## config.mk

```make
export PLATFORM = sky130hd
export DESIGN_NAME = return_instruction_exec
export DESIGN_NICKNAME = d
export VERILOG_FILES = /design/src/ret_pkg.sv /design/src/stack_if.sv /design/src/ret_stack.sv /design/src/return_instruction_exec.sv
export SDC_FILE = /design/constraint.sdc
export NUM_CORES = 1
export LEC_CHECK = 0
export BUFFER_PORTS_ARGS = -buffer_cell sky130_fd_sc_hd__buf_4
export CAP_MARGIN = 20
export CORE_ASPECT_RATIO = 1.5
export CORE_UTILIZATION = 57
export DETAILED_ROUTE_END_ITERATION = 8
export PLACE_DENSITY_LB_ADDON = 0.1
export SYNTH_ARGS = -nofsm -noshare
export SYNTH_HDL_FRONTEND = slang
export SYNTH_HIERARCHICAL = 1
export SYNTH_SLANG_ARGS = --single-unit
```

## constraint.sdc

```tcl
create_clock -name clock_in -period 3.74 [get_ports clock_in]
set_input_delay 0.748 -clock clock_in [delete_from_list [all_inputs] [get_ports clock_in]]
set_output_delay 0.748 -clock clock_in [all_outputs]
set_load 0.005 [all_outputs]
```

## src/ret_pkg.sv

```systemverilog
// package: encodings, widths and reset values for the return unit
package ret_pkg;
  localparam int          PC_W          = 16;   // program counter width
  localparam int          STK_DEPTH     = 16;   // return stack entries
  localparam int          SP_W          = 4;    // stack pointer width
  localparam logic [15:0] OPC_RETFI     = 16'h0005; // return from interrupt
  localparam logic [7:0]  OPC_RETLIT_HI = 8'hb6;    // return literal, high byte
  localparam logic [7:0]  WORK_RST      = 8'h00;
  localparam logic [7:0]  PCH_RST       = 8'h00;
  localparam logic [PC_W-1:0] PC_RST    = 16'h0000;
  localparam logic [SP_W-1:0] SP_RST    = 4'h0;
  localparam logic        GID_RST       = 1'b1;   // interrupts masked at reset
  localparam logic [PC_W-1:0] PC_STEP   = 16'h0001;
  localparam logic [SP_W-1:0] SP_STEP   = 4'h1;

  // execution phase: normal decode or forced no-operation
  typedef enum logic {PH_EXEC, PH_FNOP} phase_t;

  // decoding used by the top module and the assertions
  function automatic logic is_retfi(input logic [15:0] op);
    return op == OPC_RETFI;
  endfunction : is_retfi

  function automatic logic is_retlit(input logic [15:0] op);
    return op[15:8] == OPC_RETLIT_HI;
  endfunction : is_retlit
endpackage : ret_pkg

```

## src/stack_if.sv

```systemverilog
// interface: push/pop port between the core and the return stack
`timescale 1ns/1ps
interface stack_if;
  logic                        push;  // store push_data, advance pointer
  logic                        pop;   // retreat pointer
  logic [ret_pkg::PC_W-1:0]    push_data;
  logic [ret_pkg::PC_W-1:0]    top;   // registered top-of-stack entry
  logic [ret_pkg::SP_W-1:0]    depth; // current pointer
  modport core  (output push, pop, push_data, input top, depth);
  modport stack (input push, pop, push_data, output top, depth);
endinterface : stack_if

```

## src/ret_stack.sv

```systemverilog
// module: hardware return stack, registered top-of-stack read
`timescale 1ns/1ps
module ret_stack (
  // clock and reset
  input  wire logic clk,
  input  wire logic rstn,
  // stack port
  stack_if.stack    sp
);
  logic [ret_pkg::PC_W-1:0] mem_q [ret_pkg::STK_DEPTH]; // entries
  logic [ret_pkg::SP_W-1:0] ptr_q, ptr_d;               // next free slot
  logic [ret_pkg::PC_W-1:0] top_q, top_d;               // registered top

  // next pointer and top value; the pointer wraps like a ring
  always_comb begin
    ptr_d = ptr_q;
    top_d = top_q;
    if (sp.push) begin
      ptr_d = ptr_q + ret_pkg::SP_STEP;
      top_d = sp.push_data;
    end else if (sp.pop) begin
      ptr_d = ptr_q - ret_pkg::SP_STEP;
      top_d = mem_q[ptr_q - ret_pkg::SP_STEP - ret_pkg::SP_STEP];
    end
  end

  // entries hold no reset; only the pointer and top do
  always_ff @(posedge clk) begin
    if (sp.push) begin
      mem_q[ptr_q] <= sp.push_data;
    end
  end

  always_ff @(posedge clk or negedge rstn) begin
    if (!rstn) begin
      ptr_q <= ret_pkg::SP_RST;
      top_q <= ret_pkg::PC_RST;
    end else begin
      ptr_q <= ptr_d;
      top_q <= top_d;
    end
  end

  assign sp.top   = top_q;
  assign sp.depth = ptr_q;
endmodule : ret_stack

```

## src/return_instruction_exec.sv

```systemverilog
// module: execution of the two return instructions of the 8-bit core
// Functional notes
// - interrupt return: pc from stack, pop, enable interrupts
// - literal return writes literal to working register
// - literal return: pc from stack, pop entry
// - literal return keeps pc high latch unchanged
`timescale 1ns/1ps
module return_instruction_exec (
  // clock and reset
  input  wire logic                       clock_in,
  input  wire logic                       rstn_in,
  // instruction stream from fetch
  input  wire logic                       instr_valid_in,
  input  wire logic [15:0]                instr_in,
  // call and pc high latch write from the rest of the core
  input  wire logic                       call_in,
  input  wire logic [ret_pkg::PC_W-1:0]   call_addr_in,
  input  wire logic                       pch_we_in,
  input  wire logic [7:0]                 pch_wdata_in,
  input  wire logic                       gid_set_in,
  // core state
  output logic [ret_pkg::PC_W-1:0]        pc_out,
  output logic [7:0]                      working_register_out,
  output logic [7:0]                      pc_high_latch_out,
  output logic                            global_interrupt_disable_out,
  output logic                            forced_nop_out,
  output logic [ret_pkg::SP_W-1:0]        stack_depth_out
);
  logic rst_meta_q, rstn_q;  // reset release synchroniser

  // release reset through two flops so all logic leaves reset together
  always_ff @(posedge clock_in or negedge rstn_in) begin
    if (!rstn_in) begin
      rst_meta_q <= 1'b0;
      rstn_q     <= 1'b0;
    end else begin
      rst_meta_q <= 1'b1;
      rstn_q     <= rst_meta_q;
    end
  end

  stack_if stk ();
  ret_stack ret_stack_i (
    .clk  (clock_in),
    .rstn (rstn_q),
    .sp   (stk)
  );

  ret_pkg::phase_t            ph_q, ph_d;      // exec or forced nop
  logic [ret_pkg::PC_W-1:0]   pc_q, pc_d;      // program counter
  logic [7:0]                 work_q, work_d;  // working register
  logic [7:0]                 pch_q, pch_d;    // pc high latch
  logic                       gid_q, gid_d;    // global interrupt disable
  logic                       fnop_q, fnop_d;  // forced nop marker
  logic                       do_rfi, do_rlw;  // decoded returns

  // decode only in the exec phase; the prefetched word is ignored later
  assign do_rfi = instr_valid_in && (ph_q == ret_pkg::PH_EXEC)
                  && ret_pkg::is_retfi(instr_in);
  assign do_rlw = instr_valid_in && (ph_q == ret_pkg::PH_EXEC)
                  && ret_pkg::is_retlit(instr_in);

  // next state of the core registers
  always_comb begin
    ph_d          = ret_pkg::PH_EXEC;
    pc_d          = pc_q;
    work_d        = work_q;
    pch_d         = pch_q;
    gid_d         = gid_q;
    fnop_d        = 1'b0;
    stk.push      = 1'b0;
    stk.pop       = 1'b0;
    stk.push_data = pc_q + ret_pkg::PC_STEP;
    unique case (ph_q)
      ret_pkg::PH_EXEC: begin
        if (do_rfi) begin
          pc_d    = stk.top;
          stk.pop = 1'b1;
          gid_d   = 1'b0;
          ph_d    = ret_pkg::PH_FNOP;
        end else if (do_rlw) begin
          work_d  = instr_in[7:0];
          pc_d    = stk.top;
          stk.pop = 1'b1;
          ph_d    = ret_pkg::PH_FNOP;
        end else if (instr_valid_in && call_in) begin
          stk.push = 1'b1;
          pc_d     = call_addr_in;
        end else if (instr_valid_in) begin
          pc_d = pc_q + ret_pkg::PC_STEP;
        end
        // latch writes come only from explicit stores; returns never
        // touch it, so table lookups keep their page
        if (pch_we_in && !do_rlw && !do_rfi) begin
          pch_d = pch_wdata_in;
        end
        if (gid_set_in && !do_rfi) begin
          gid_d = 1'b1;
        end
      end
      ret_pkg::PH_FNOP: begin
        fnop_d = 1'b1;
      end
    endcase
  end

  // register stage
  always_ff @(posedge clock_in or negedge rstn_q) begin
    if (!rstn_q) begin
      ph_q   <= ret_pkg::PH_EXEC;
      pc_q   <= ret_pkg::PC_RST;
      work_q <= ret_pkg::WORK_RST;
      pch_q  <= ret_pkg::PCH_RST;
      gid_q  <= ret_pkg::GID_RST;
      fnop_q <= 1'b0;
    end else begin
      ph_q   <= ph_d;
      pc_q   <= pc_d;
      work_q <= work_d;
      pch_q  <= pch_d;
      gid_q  <= gid_d;
      fnop_q <= fnop_d;
    end
  end

  assign pc_out                       = pc_q;
  assign working_register_out         = work_q;
  assign pc_high_latch_out            = pch_q;
  assign global_interrupt_disable_out = gid_q;
  assign forced_nop_out               = fnop_q;
  assign stack_depth_out              = stk.depth;

  // checks
  property p_rfi_pc;
    @(posedge clock_in) disable iff (!rstn_q)
    do_rfi |=> (pc_q == $past(stk.top)) && !gid_q;
  endproperty
  a_rfi_pc: assert property (p_rfi_pc) else $error("rfi pc/gid");

  property p_rfi_pop;
    @(posedge clock_in) disable iff (!rstn_q)
    do_rfi |=> stk.depth == $past(stk.depth) - ret_pkg::SP_STEP;
  endproperty
  a_rfi_pop: assert property (p_rfi_pop) else $error("rfi pop");

  property p_rlw_w;
    @(posedge clock_in) disable iff (!rstn_q)
    do_rlw |=> work_q == $past(instr_in[7:0]);
  endproperty
  a_rlw_w: assert property (p_rlw_w) else $error("rlw work");

  property p_rlw_pc;
    @(posedge clock_in) disable iff (!rstn_q)
    do_rlw |=> pc_q == $past(stk.top)
      && stk.depth == $past(stk.depth) - ret_pkg::SP_STEP;
  endproperty
  a_rlw_pc: assert property (p_rlw_pc) else $error("rlw pc");

  property p_rlw_pch;
    @(posedge clock_in) disable iff (!rstn_q)
    do_rlw |=> $stable(pch_q);
  endproperty
  a_rlw_pch: assert property (p_rlw_pch) else $error("rlw pch");

  property p_fnop;
    @(posedge clock_in) disable iff (!rstn_q)
    (do_rfi || do_rlw) |=> ##1 fnop_q ##1 !fnop_q;
  endproperty
  a_fnop: assert property (p_fnop) else $error("forced nop");

  property p_fnop_hold;
    @(posedge clock_in) disable iff (!rstn_q)
    (ph_q == ret_pkg::PH_FNOP) |=> $stable(pc_q) && $stable(work_q);
  endproperty
  a_fnop_hold: assert property (p_fnop_hold) else $error("nop moved");

  property p_no_back;
    @(posedge clock_in) disable iff (!rstn_q)
    (do_rfi || do_rlw) |=> !(do_rfi || do_rlw);
  endproperty
  a_no_back: assert property (p_no_back) else $error("no spacing");

  c_rfi: cover property (@(posedge clock_in) do_rfi);
  c_rlw: cover property (@(posedge clock_in) do_rlw);
  c_call_ret: cover property (@(posedge clock_in)
    stk.push ##[1:8] do_rlw);
  // an unmasking return, and the marker after the discarded prefetch
  c_rfi_unmask: cover property (@(posedge clock_in) do_rfi && gid_q);
  c_fnop: cover property (@(posedge clock_in) fnop_q);

  // side effects the interrupt return must not have; a handler that relies on
  // the working register or the page latch surviving would break
  property p_rfi_work;
    @(posedge clock_in) disable iff (!rstn_q)
    do_rfi |=> $stable(work_q);
  endproperty
  a_rfi_work: assert property (p_rfi_work) else $error("rfi work");

  property p_rfi_pch;
    @(posedge clock_in) disable iff (!rstn_q)
    do_rfi |=> $stable(pch_q);
  endproperty
  a_rfi_pch: assert property (p_rfi_pch) else $error("rfi pch");

  // the nop cycle must not push, pop, write the latch or touch the mask
  property p_fnop_quiet;
    @(posedge clock_in) disable iff (!rstn_q)
    (ph_q == ret_pkg::PH_FNOP) |=> $stable(stk.depth) && $stable(pch_q)
      && $stable(gid_q);
  endproperty
  a_fnop_quiet: assert property (p_fnop_quiet) else $error("nop side");

  // the marker shows after the nop, when decode is live again
  property p_fnop_once;
    @(posedge clock_in) disable iff (!rstn_q)
    fnop_q |-> (ph_q == ret_pkg::PH_EXEC);
  endproperty
  a_fnop_once: assert property (p_fnop_once) else $error("nop phase");

  // only an explicit store outside a return moves the page latch
  property p_pch_write;
    @(posedge clock_in) disable iff (!rstn_q)
    (ph_q == ret_pkg::PH_EXEC) && pch_we_in && !do_rlw && !do_rfi
      |=> pch_q == $past(pch_wdata_in);
  endproperty
  a_pch_write: assert property (p_pch_write) else $error("pch store");
endmodule : return_instruction_exec

```

==> results.md, run 1 <==
- Arrival @ worst endpoint: 3.57 ns
- P_leak: 5.51 nW
- Tot GR Track Use: 26.5%
- Post-synthesis sequential area ratio: 69.0%
- Commonest cells after routing, fill and taps aside: 256 x edfxtp_1, 111 x buf_4, 59 x mux2i_1
- Worst path required time: 4.19 ns
- First-pass GRT wire length: 47400 um
- Max Slew Vio Count: 0
- Crit-path max FO: 14
- Post-CTS setup buffers: 0
- WP depth: 9
- Std-Cell Core Area: 0.0226 mm^2
- CTS H-tree lvls: 1
- Fill count: 1570
- Crit-path slowest cell: or4_1
- Detail Route Antenna Nets: 0
- CP Cell Sequence: nand2b_4 > or4_1 > a21oi_4 > nor3_2 > or2b_1 > nor3_2 > mux2i_1 > or4_1 > o211ai_1
- Core Util, Final: 66.9%
- Buf/Inv on CP: 0
- Initial antenna violation count: 0
- Reg-to-reg endpoint: ret_stack_i/sp.top[5]$_DFFE_PN0P_
- TritonCTS clock tree: done
- DRT iter0 DRCs: 637
- Nets: 1024
- Post-DP HPWL: 20200 um
- IO Count: 84
- Setup TNS: 0 ns
- Die Height: 188 um
- Reg2reg setup slack: 0.62 ns
- Grt ovf: 0
- Wire length per cell: 24.2 um
- Status: finished, final reports clean
- Clock latency on the worst-skew pair: 0.56 ns
- Minimum clock period: 3.12 ns
- CP Launch Type: flip-flop
- Synth area leaders: edfxtp_1 58%, dfrtp_1 11%, mux2i_1 4.5%
- Count of unique library cells instantiated by Yosys: 64
- Rows: 67
- Slew headroom: 23.7%
- Die area: 0.0238 mm^2
- CP Launch Point: ph_q$_DFF_PN0_
- Fin crit share: 83.4%
- Post-Syn Area per Cell: 15.1 um^2
- Die Wd: 126 um
- Most common cell after layout, fill and taps aside: edfxtp_1
- Crit end category: flip-flop
- Port Buffers: 83
- Syn Nets: 931
- Clock Tree Root: clkbuf_16
- Hold crit path type: flip-flop to flip-flop
- Cells on worst reg2reg path: 9
- RSZ-0062 raised after global routing: false
- R2r startpoint: ph_q$_DFF_PN0_
- Post-Syn Area: 0.0132 mm^2
- Ys flop type: edfxtp_1
- Share of layout cells above drive strength 1: 24.1%
- Clk slew on worst S/H paths: 0.07 ns
- # diodes: 0
- Max-Cap Viols: 0
- Pre-Repair DR Iteration Count: 5
- CTS Buf Count: 29
- CP Capture Point: ret_stack_i/sp.top[5]$_DFFE_PN0P_
- DRC viols: 0
- Register bit total from synthesis: 313
- Total vias in the final route: 8012
- Total Wirelength: 30700 um
- Placer Congestion: 0.869
- Final Hold Fails: 0
- Vias in the first global route: 8105
- Area share of the largest cell type after synthesis: 58.2%
- Peak VDD IR: 0.521 mV
- Largest net degree at the start of global routing: 120
- # clock sinks: 313
- Async SR Flop Fraction: 18.2%
- Worst Setup Path Type: flip-flop to flip-flop
- P&R area growth vs syn: 14.2%
- Initial core utilization: 58.6%
- Cell accounting for the most synthesized area: edfxtp_1
- Max Clk Rate: 321 MHz
- Warnings from Yosys: 6
- Final setup vio count: 0
- Syn Inst Count: 876
- Power per cell area: 730 mW/mm^2
- Clk buf depth: 3
- Delay-heaviest family, CP: simple AND/OR/NAND/NOR gates
- Post-synth EDFFs: 256
- Slew @ Worst Pin: 1.14 ns
- Routed vias/inst: 6.32
- Clock Skew: 0.0214 ns
- Max stage delay on crit path: 0.61 ns
[layout make-up]
class                           count  area [um^2]  area share (%)
Timing Repair Buffer              113          863            5.72
Tap cell                          276          345            2.29
Clock buffer                       41          791            5.24
Multi-Input combinational cell    499         3820            25.3
Clock inverter                     13         93.8           0.622
Inverter                           13         48.8           0.324
Sequential cell                   313         9120            60.5
[Yosys cell counts, drive strengths merged (8+ instances only)]
cell,number
mux2i,59
nand2b,16
o22ai,14
or4,16
nor2,26
dfrtp,56
inv,13
mux2,58
nor3,25
xnor2,11
and2,10
o21ai,33
a22oi,29
ha,9
nand2,48
edfxtp,256
clkbuf,22
o22a,15
o211ai,20
nand3,17
xor2,8
a21oi,29
buf,29
[what timing repair did]
item                                   CTS  global route
hold buffers                             1             0
endpoints found under the hold margin    2             0
gates resized for setup                  0             0
[through the flow]
stage	power [W]	hold WS, ns	std cells	cell area [um^2]	setup slack, ns
floorplan	0.00695	0.331	876	13200	0.249
global placement	0.00819	0.343	1213	14200	0.383
detailed placement	0.00829	0.339	1213	14200	0.227
CTS	0.0110	0.357	1268	15100	0.627
global route	0.0115	0.375	1268	15100	0.422
finish	0.0110	0.353	1268	15100	0.620
[registers in the layout, indices dropped and copies added (netlist names)]
name,cells
forced_nop_out,1
ret_stack_i/sp.top,16
rstn_q,1
pc_high_latch_out,8
ret_stack_i/sp.depth,4
pc_out,16
working_register_out,8
rst_meta_q,1
global_interrupt_disable_out,1
ph_q,1
ret_stack_i/mem_q,256
[layer usage]
layer  GRT usage [%]  share of wire (%)
met1            34.2                 39
met2            45.3                 51
met3            3.95                7.0
met4            9.96                3.3
met5               0                  0
[how the worst min path moves through the flow]
| stage | end | depth (start not counted) | start |
|---|---|---|---|
| after floorplan | rstn_q$_DFF_PN0_ | 0 | rst_meta_q$_DFF_PN0_ |
| after global placement | rstn_q$_DFF_PN0_ | 0 | rst_meta_q$_DFF_PN0_ |
| after detailed placement | rstn_q$_DFF_PN0_ | 0 | rst_meta_q$_DFF_PN0_ |
| after CTS | rstn_q$_DFF_PN0_ | 0 | rst_meta_q$_DFF_PN0_ |
| after global routing | rstn_q$_DFF_PN0_ | 0 | rst_meta_q$_DFF_PN0_ |
| final | rstn_q$_DFF_PN0_ | 0 | rst_meta_q$_DFF_PN0_ |
[where the power goes]
part	leakage (nW)	internal, W	switching (W)
Combinational	2.05	0.00143	0.00238
Sequential	3.02	0.00420	0.000220
Clock	0.438	0.00154	0.00123
Total	5.51	0.00717	0.00383
[worst register-to-register path: stages (launching register included)]
cell and delay [ns]:
dfrtp_1 0.49, nand2b_4 0.19, or4_1 0.56, a21oi_4 0.24, nor3_2 0.10, or2b_1 0.28, nor3_2 0.17, mux2i_1 0.28
or4_1 0.61, o211ai_1 0.11
[cells by family (layout without fill, tap and decap cells)]
family / count (synthesis) / count (layout) / share of synthesized area, %
other: 1 / 1 / 0.0284
buffers and inverters: 64 / 180 / 2.38
AOI/OAI and AO/OA: 161 / 161 / 8.21
DFF: 313 / 313 / 69.0
muxes: 123 / 123 / 10.7
adders and majority gates: 9 / 9 / 0.853
xor gates and xnor gates: 19 / 19 / 1.32
and+or+nand+nor: 186 / 186 / 7.54
(Power assumes the default switching activity.)
==> inputs of run 2 (changes only) <==
==> constraint.sdc (replaced) <==
create_clock -name clock_in -period 2.95 [get_ports clock_in]
set_input_delay 0.59 -clock clock_in [delete_from_list [all_inputs] [get_ports clock_in]]
set_output_delay 0.59 -clock clock_in [all_outputs]
set_load 0.005 [all_outputs]
==> results.md, run 2 (synthesis results as in run 1) <==
- Initial antenna violation count: 0 (unchanged)
- # diodes: 0 (unchanged)
- Delay-heaviest family, CP: simple AND/OR/NAND/NOR gates
- Slew @ Worst Pin: 0.970 ns (-0.166 ns)
- P_leak: 5.67 nW (+2.9%)
- Crit-path slowest cell: or4_1
- RSZ-0062 raised after global routing: false
- Share of layout cells above drive strength 1: 26.2% (+2.1 points)
- DRC viols: 0 (unchanged)
- IO Count: 84 (unchanged)
- Initial core utilization: 58.6% (unchanged)
- Post-CTS setup buffers: 0 (unchanged)
- CTS H-tree lvls: 1 (unchanged)
- DRT iter0 DRCs: 427 (-33%)
- Rows: 67 (unchanged)
- Final setup vio count: 0 (unchanged)
- First-pass GRT wire length: 46200 um (-2.5%)
- Hold crit path type: flip-flop to asynchronous set/reset pin
- Max stage delay on crit path: 0.54 ns (-0.07 ns)
- Detail Route Antenna Nets: 0 (unchanged)
- Largest register by flop count: ret_stack_i/mem_q
- Peak VDD IR: 0.660 mV (+27%)
- Grt ovf: 0 (unchanged)
- # clock sinks: 313 (unchanged)
- Placer Congestion: 0.828 (-4.7%)
- Arrival @ worst endpoint: 3.26 ns (-0.31 ns)
- Placed cell areas: 0.0144 mm^2 (+1.8%)
- Placed Cells: 1242 (+2.4%)
- Setup WS post-layout: 0.124 ns (-0.496 ns)
- Largest register FFs: 256 (unchanged)
- Minimum clock period: 2.83 ns (-0.294 ns)
- Final Cell Area: 0.0154 mm^2 (+1.9%)
- CP Launch Type: flip-flop
- DP Worst Slack: -0.242 ns (-0.469 ns)
- Max Slew Vio Count: 0 (unchanged)
- Pre-Repair DR Iteration Count: 5 (unchanged)
- P&R area growth vs syn: 16.4%
- Slew headroom: 35.1% (+11 points)
- Crit end category: flip-flop
- Routed vias/inst: 6.10 (-3.5%)
- Crit-path max FO: 14 (unchanged)
- Die Wd: 126 um (unchanged)
- Commonest cells after routing, fill and taps aside: 256 x edfxtp_1, 136 x buf_4, 59 x mux2i_1
- CP Cell Sequence: inv_1 > ha_2 > nand2b_1 > o21ai_0 > or4_1 > o211ai_1
- Die area: 0.0238 mm^2 (unchanged)
- Clock latency on the worst-skew pair: 0.54 ns (-0.02 ns)
- WHS: 0.0643 ns (-0.289 ns)
- Vias in the first global route: 8231 (+1.6%)
- Max-Cap Viols: 0 (unchanged)
- Power per cell area: 902 mW/mm^2 (+24%)
- Fin crit share: 95.8% (+12 points)
- Tot GR Track Use: 25.4% (-1.0 points)
- Clock Tree Root: clkbuf_16
- Worst path required time: 3.39 ns (-0.80 ns)
- Status: finished, final reports clean
- Clock Skew: 0.00952 ns (-0.0118 ns)
- Buf/Inv on CP: 1 (+1)
- Clk slew on worst S/H paths: 0.07 ns (about the same)
- Total vias in the final route: 7907 (-1.3%)
- Total power: 0.0139 W (+26%)
- Worst Setup Path Type: flip-flop to flip-flop
- Port Buffers: 83 (unchanged)
- Post-DP HPWL: 20000 um (-0.94%)
- CTS Buf Count: 28 (-3.4%)
- Wire length per cell: 22.4 um (-7.5%)
- Clk buf depth: 3 (unchanged)
- Final Hold Fails: 0 (unchanged)
- Nets: 1054 (+2.9%)
- Most common cell after layout, fill and taps aside: edfxtp_1
- Total Wirelength: 29100 um (-5.4%)
- Final non-filler cell total: 1297 (+2.3%)
- TritonCTS clock tree: done
- Std-Cell Core Area: 0.0226 mm^2 (unchanged)
- Largest net degree at the start of global routing: 93 (-23%)
- Die Height: 188 um (unchanged)
- Max Clk Rate: 354 MHz (+10%)
[run 2: cell count changes in the layout (fill, tap and decap cells not counted), sizes merged]
cell,before,now
buf,112,143
bufinv,1,2
clkbuf,41,43
clkinv,11,6
clkinvlp,0,1
inv,14,13
[run 2: what timing repair did]
| item | in CTS | in global routing |
|---|---|---|
| endpoints found under the setup margin | 0 | 9 |
| hold buffers | 1 | 0 |
| hold endpoints to repair | 2 | 0 |
| resized for setup | 0 | 2 |
[run 2: stage by stage]
stage / setup TNS (ns) / utilization, %
2_1_floorplan: -9.28 / -
5_1_grt: 0 / 68.2
3_5_place_dp: -4.43 / 64.0
4_1_cts: 0 / 68.0
3_3_place_gp: -1.95 / 64.0
6_report: 0 / 68.2
[run 2: path summary, 6_finish.rpt]
path	from	slack (ns)	cells after the start	endpoint
max	ret_stack_i/sp.depth[1]$_DFFE_PN0P_	0.12	6	ret_stack_i/sp.top[5]$_DFFE_PN0P_
min	rstn_q$_DFF_PN0_	0.06	0	working_register_out[0]$_DFFE_PN0P_
max reg2reg	ret_stack_i/sp.depth[1]$_DFFE_PN0P_	0.12	6	ret_stack_i/sp.top[5]$_DFFE_PN0P_
min reg2reg	rstn_q$_DFF_PN0_	0.06	0	working_register_out[0]$_DFFE_PN0P_
max in group asynchronous	rstn_q$_DFF_PN0_	2.18	2	ret_stack_i/sp.top[5]$_DFFE_PN0P_
min in group clock_in	call_addr_in[0]	0.27	2	pc_out[0]$_DFFE_PN0P_
[run 2: report_power, final]
| part | internal (W) | switching, W | leakage, nW |
|---|---|---|---|
| clock network | 0.00201 | 0.00148 | 0.429 |
| logic | 0.00188 | 0.00293 | 2.22 |
| registers | 0.00532 | 0.000234 | 3.02 |
| total | 0.00922 | 0.00465 | 5.67 |
[run 2: layout make-up]
cell class                 instances  area (um^2)
inverter                          13         48.8
clock buffer                      43          788
sequential                       313         9120
timing repair buffer             144         1160
clock inverter                     9         96.3
fill                            1564         7180
multi-input combinational        499         3810
tap                              276          345
[run 2: per-layer routing]
| metal | GRT usage (%) | wire length [um] |
|---|---|---|
| met5 | 0 | 0 |
| met4 | 8.76 | 875 |
| met3 | 2.81 | 1400 |
| met2 | 44.6 | 14800 |
| met1 | 33.0 | 12000 |
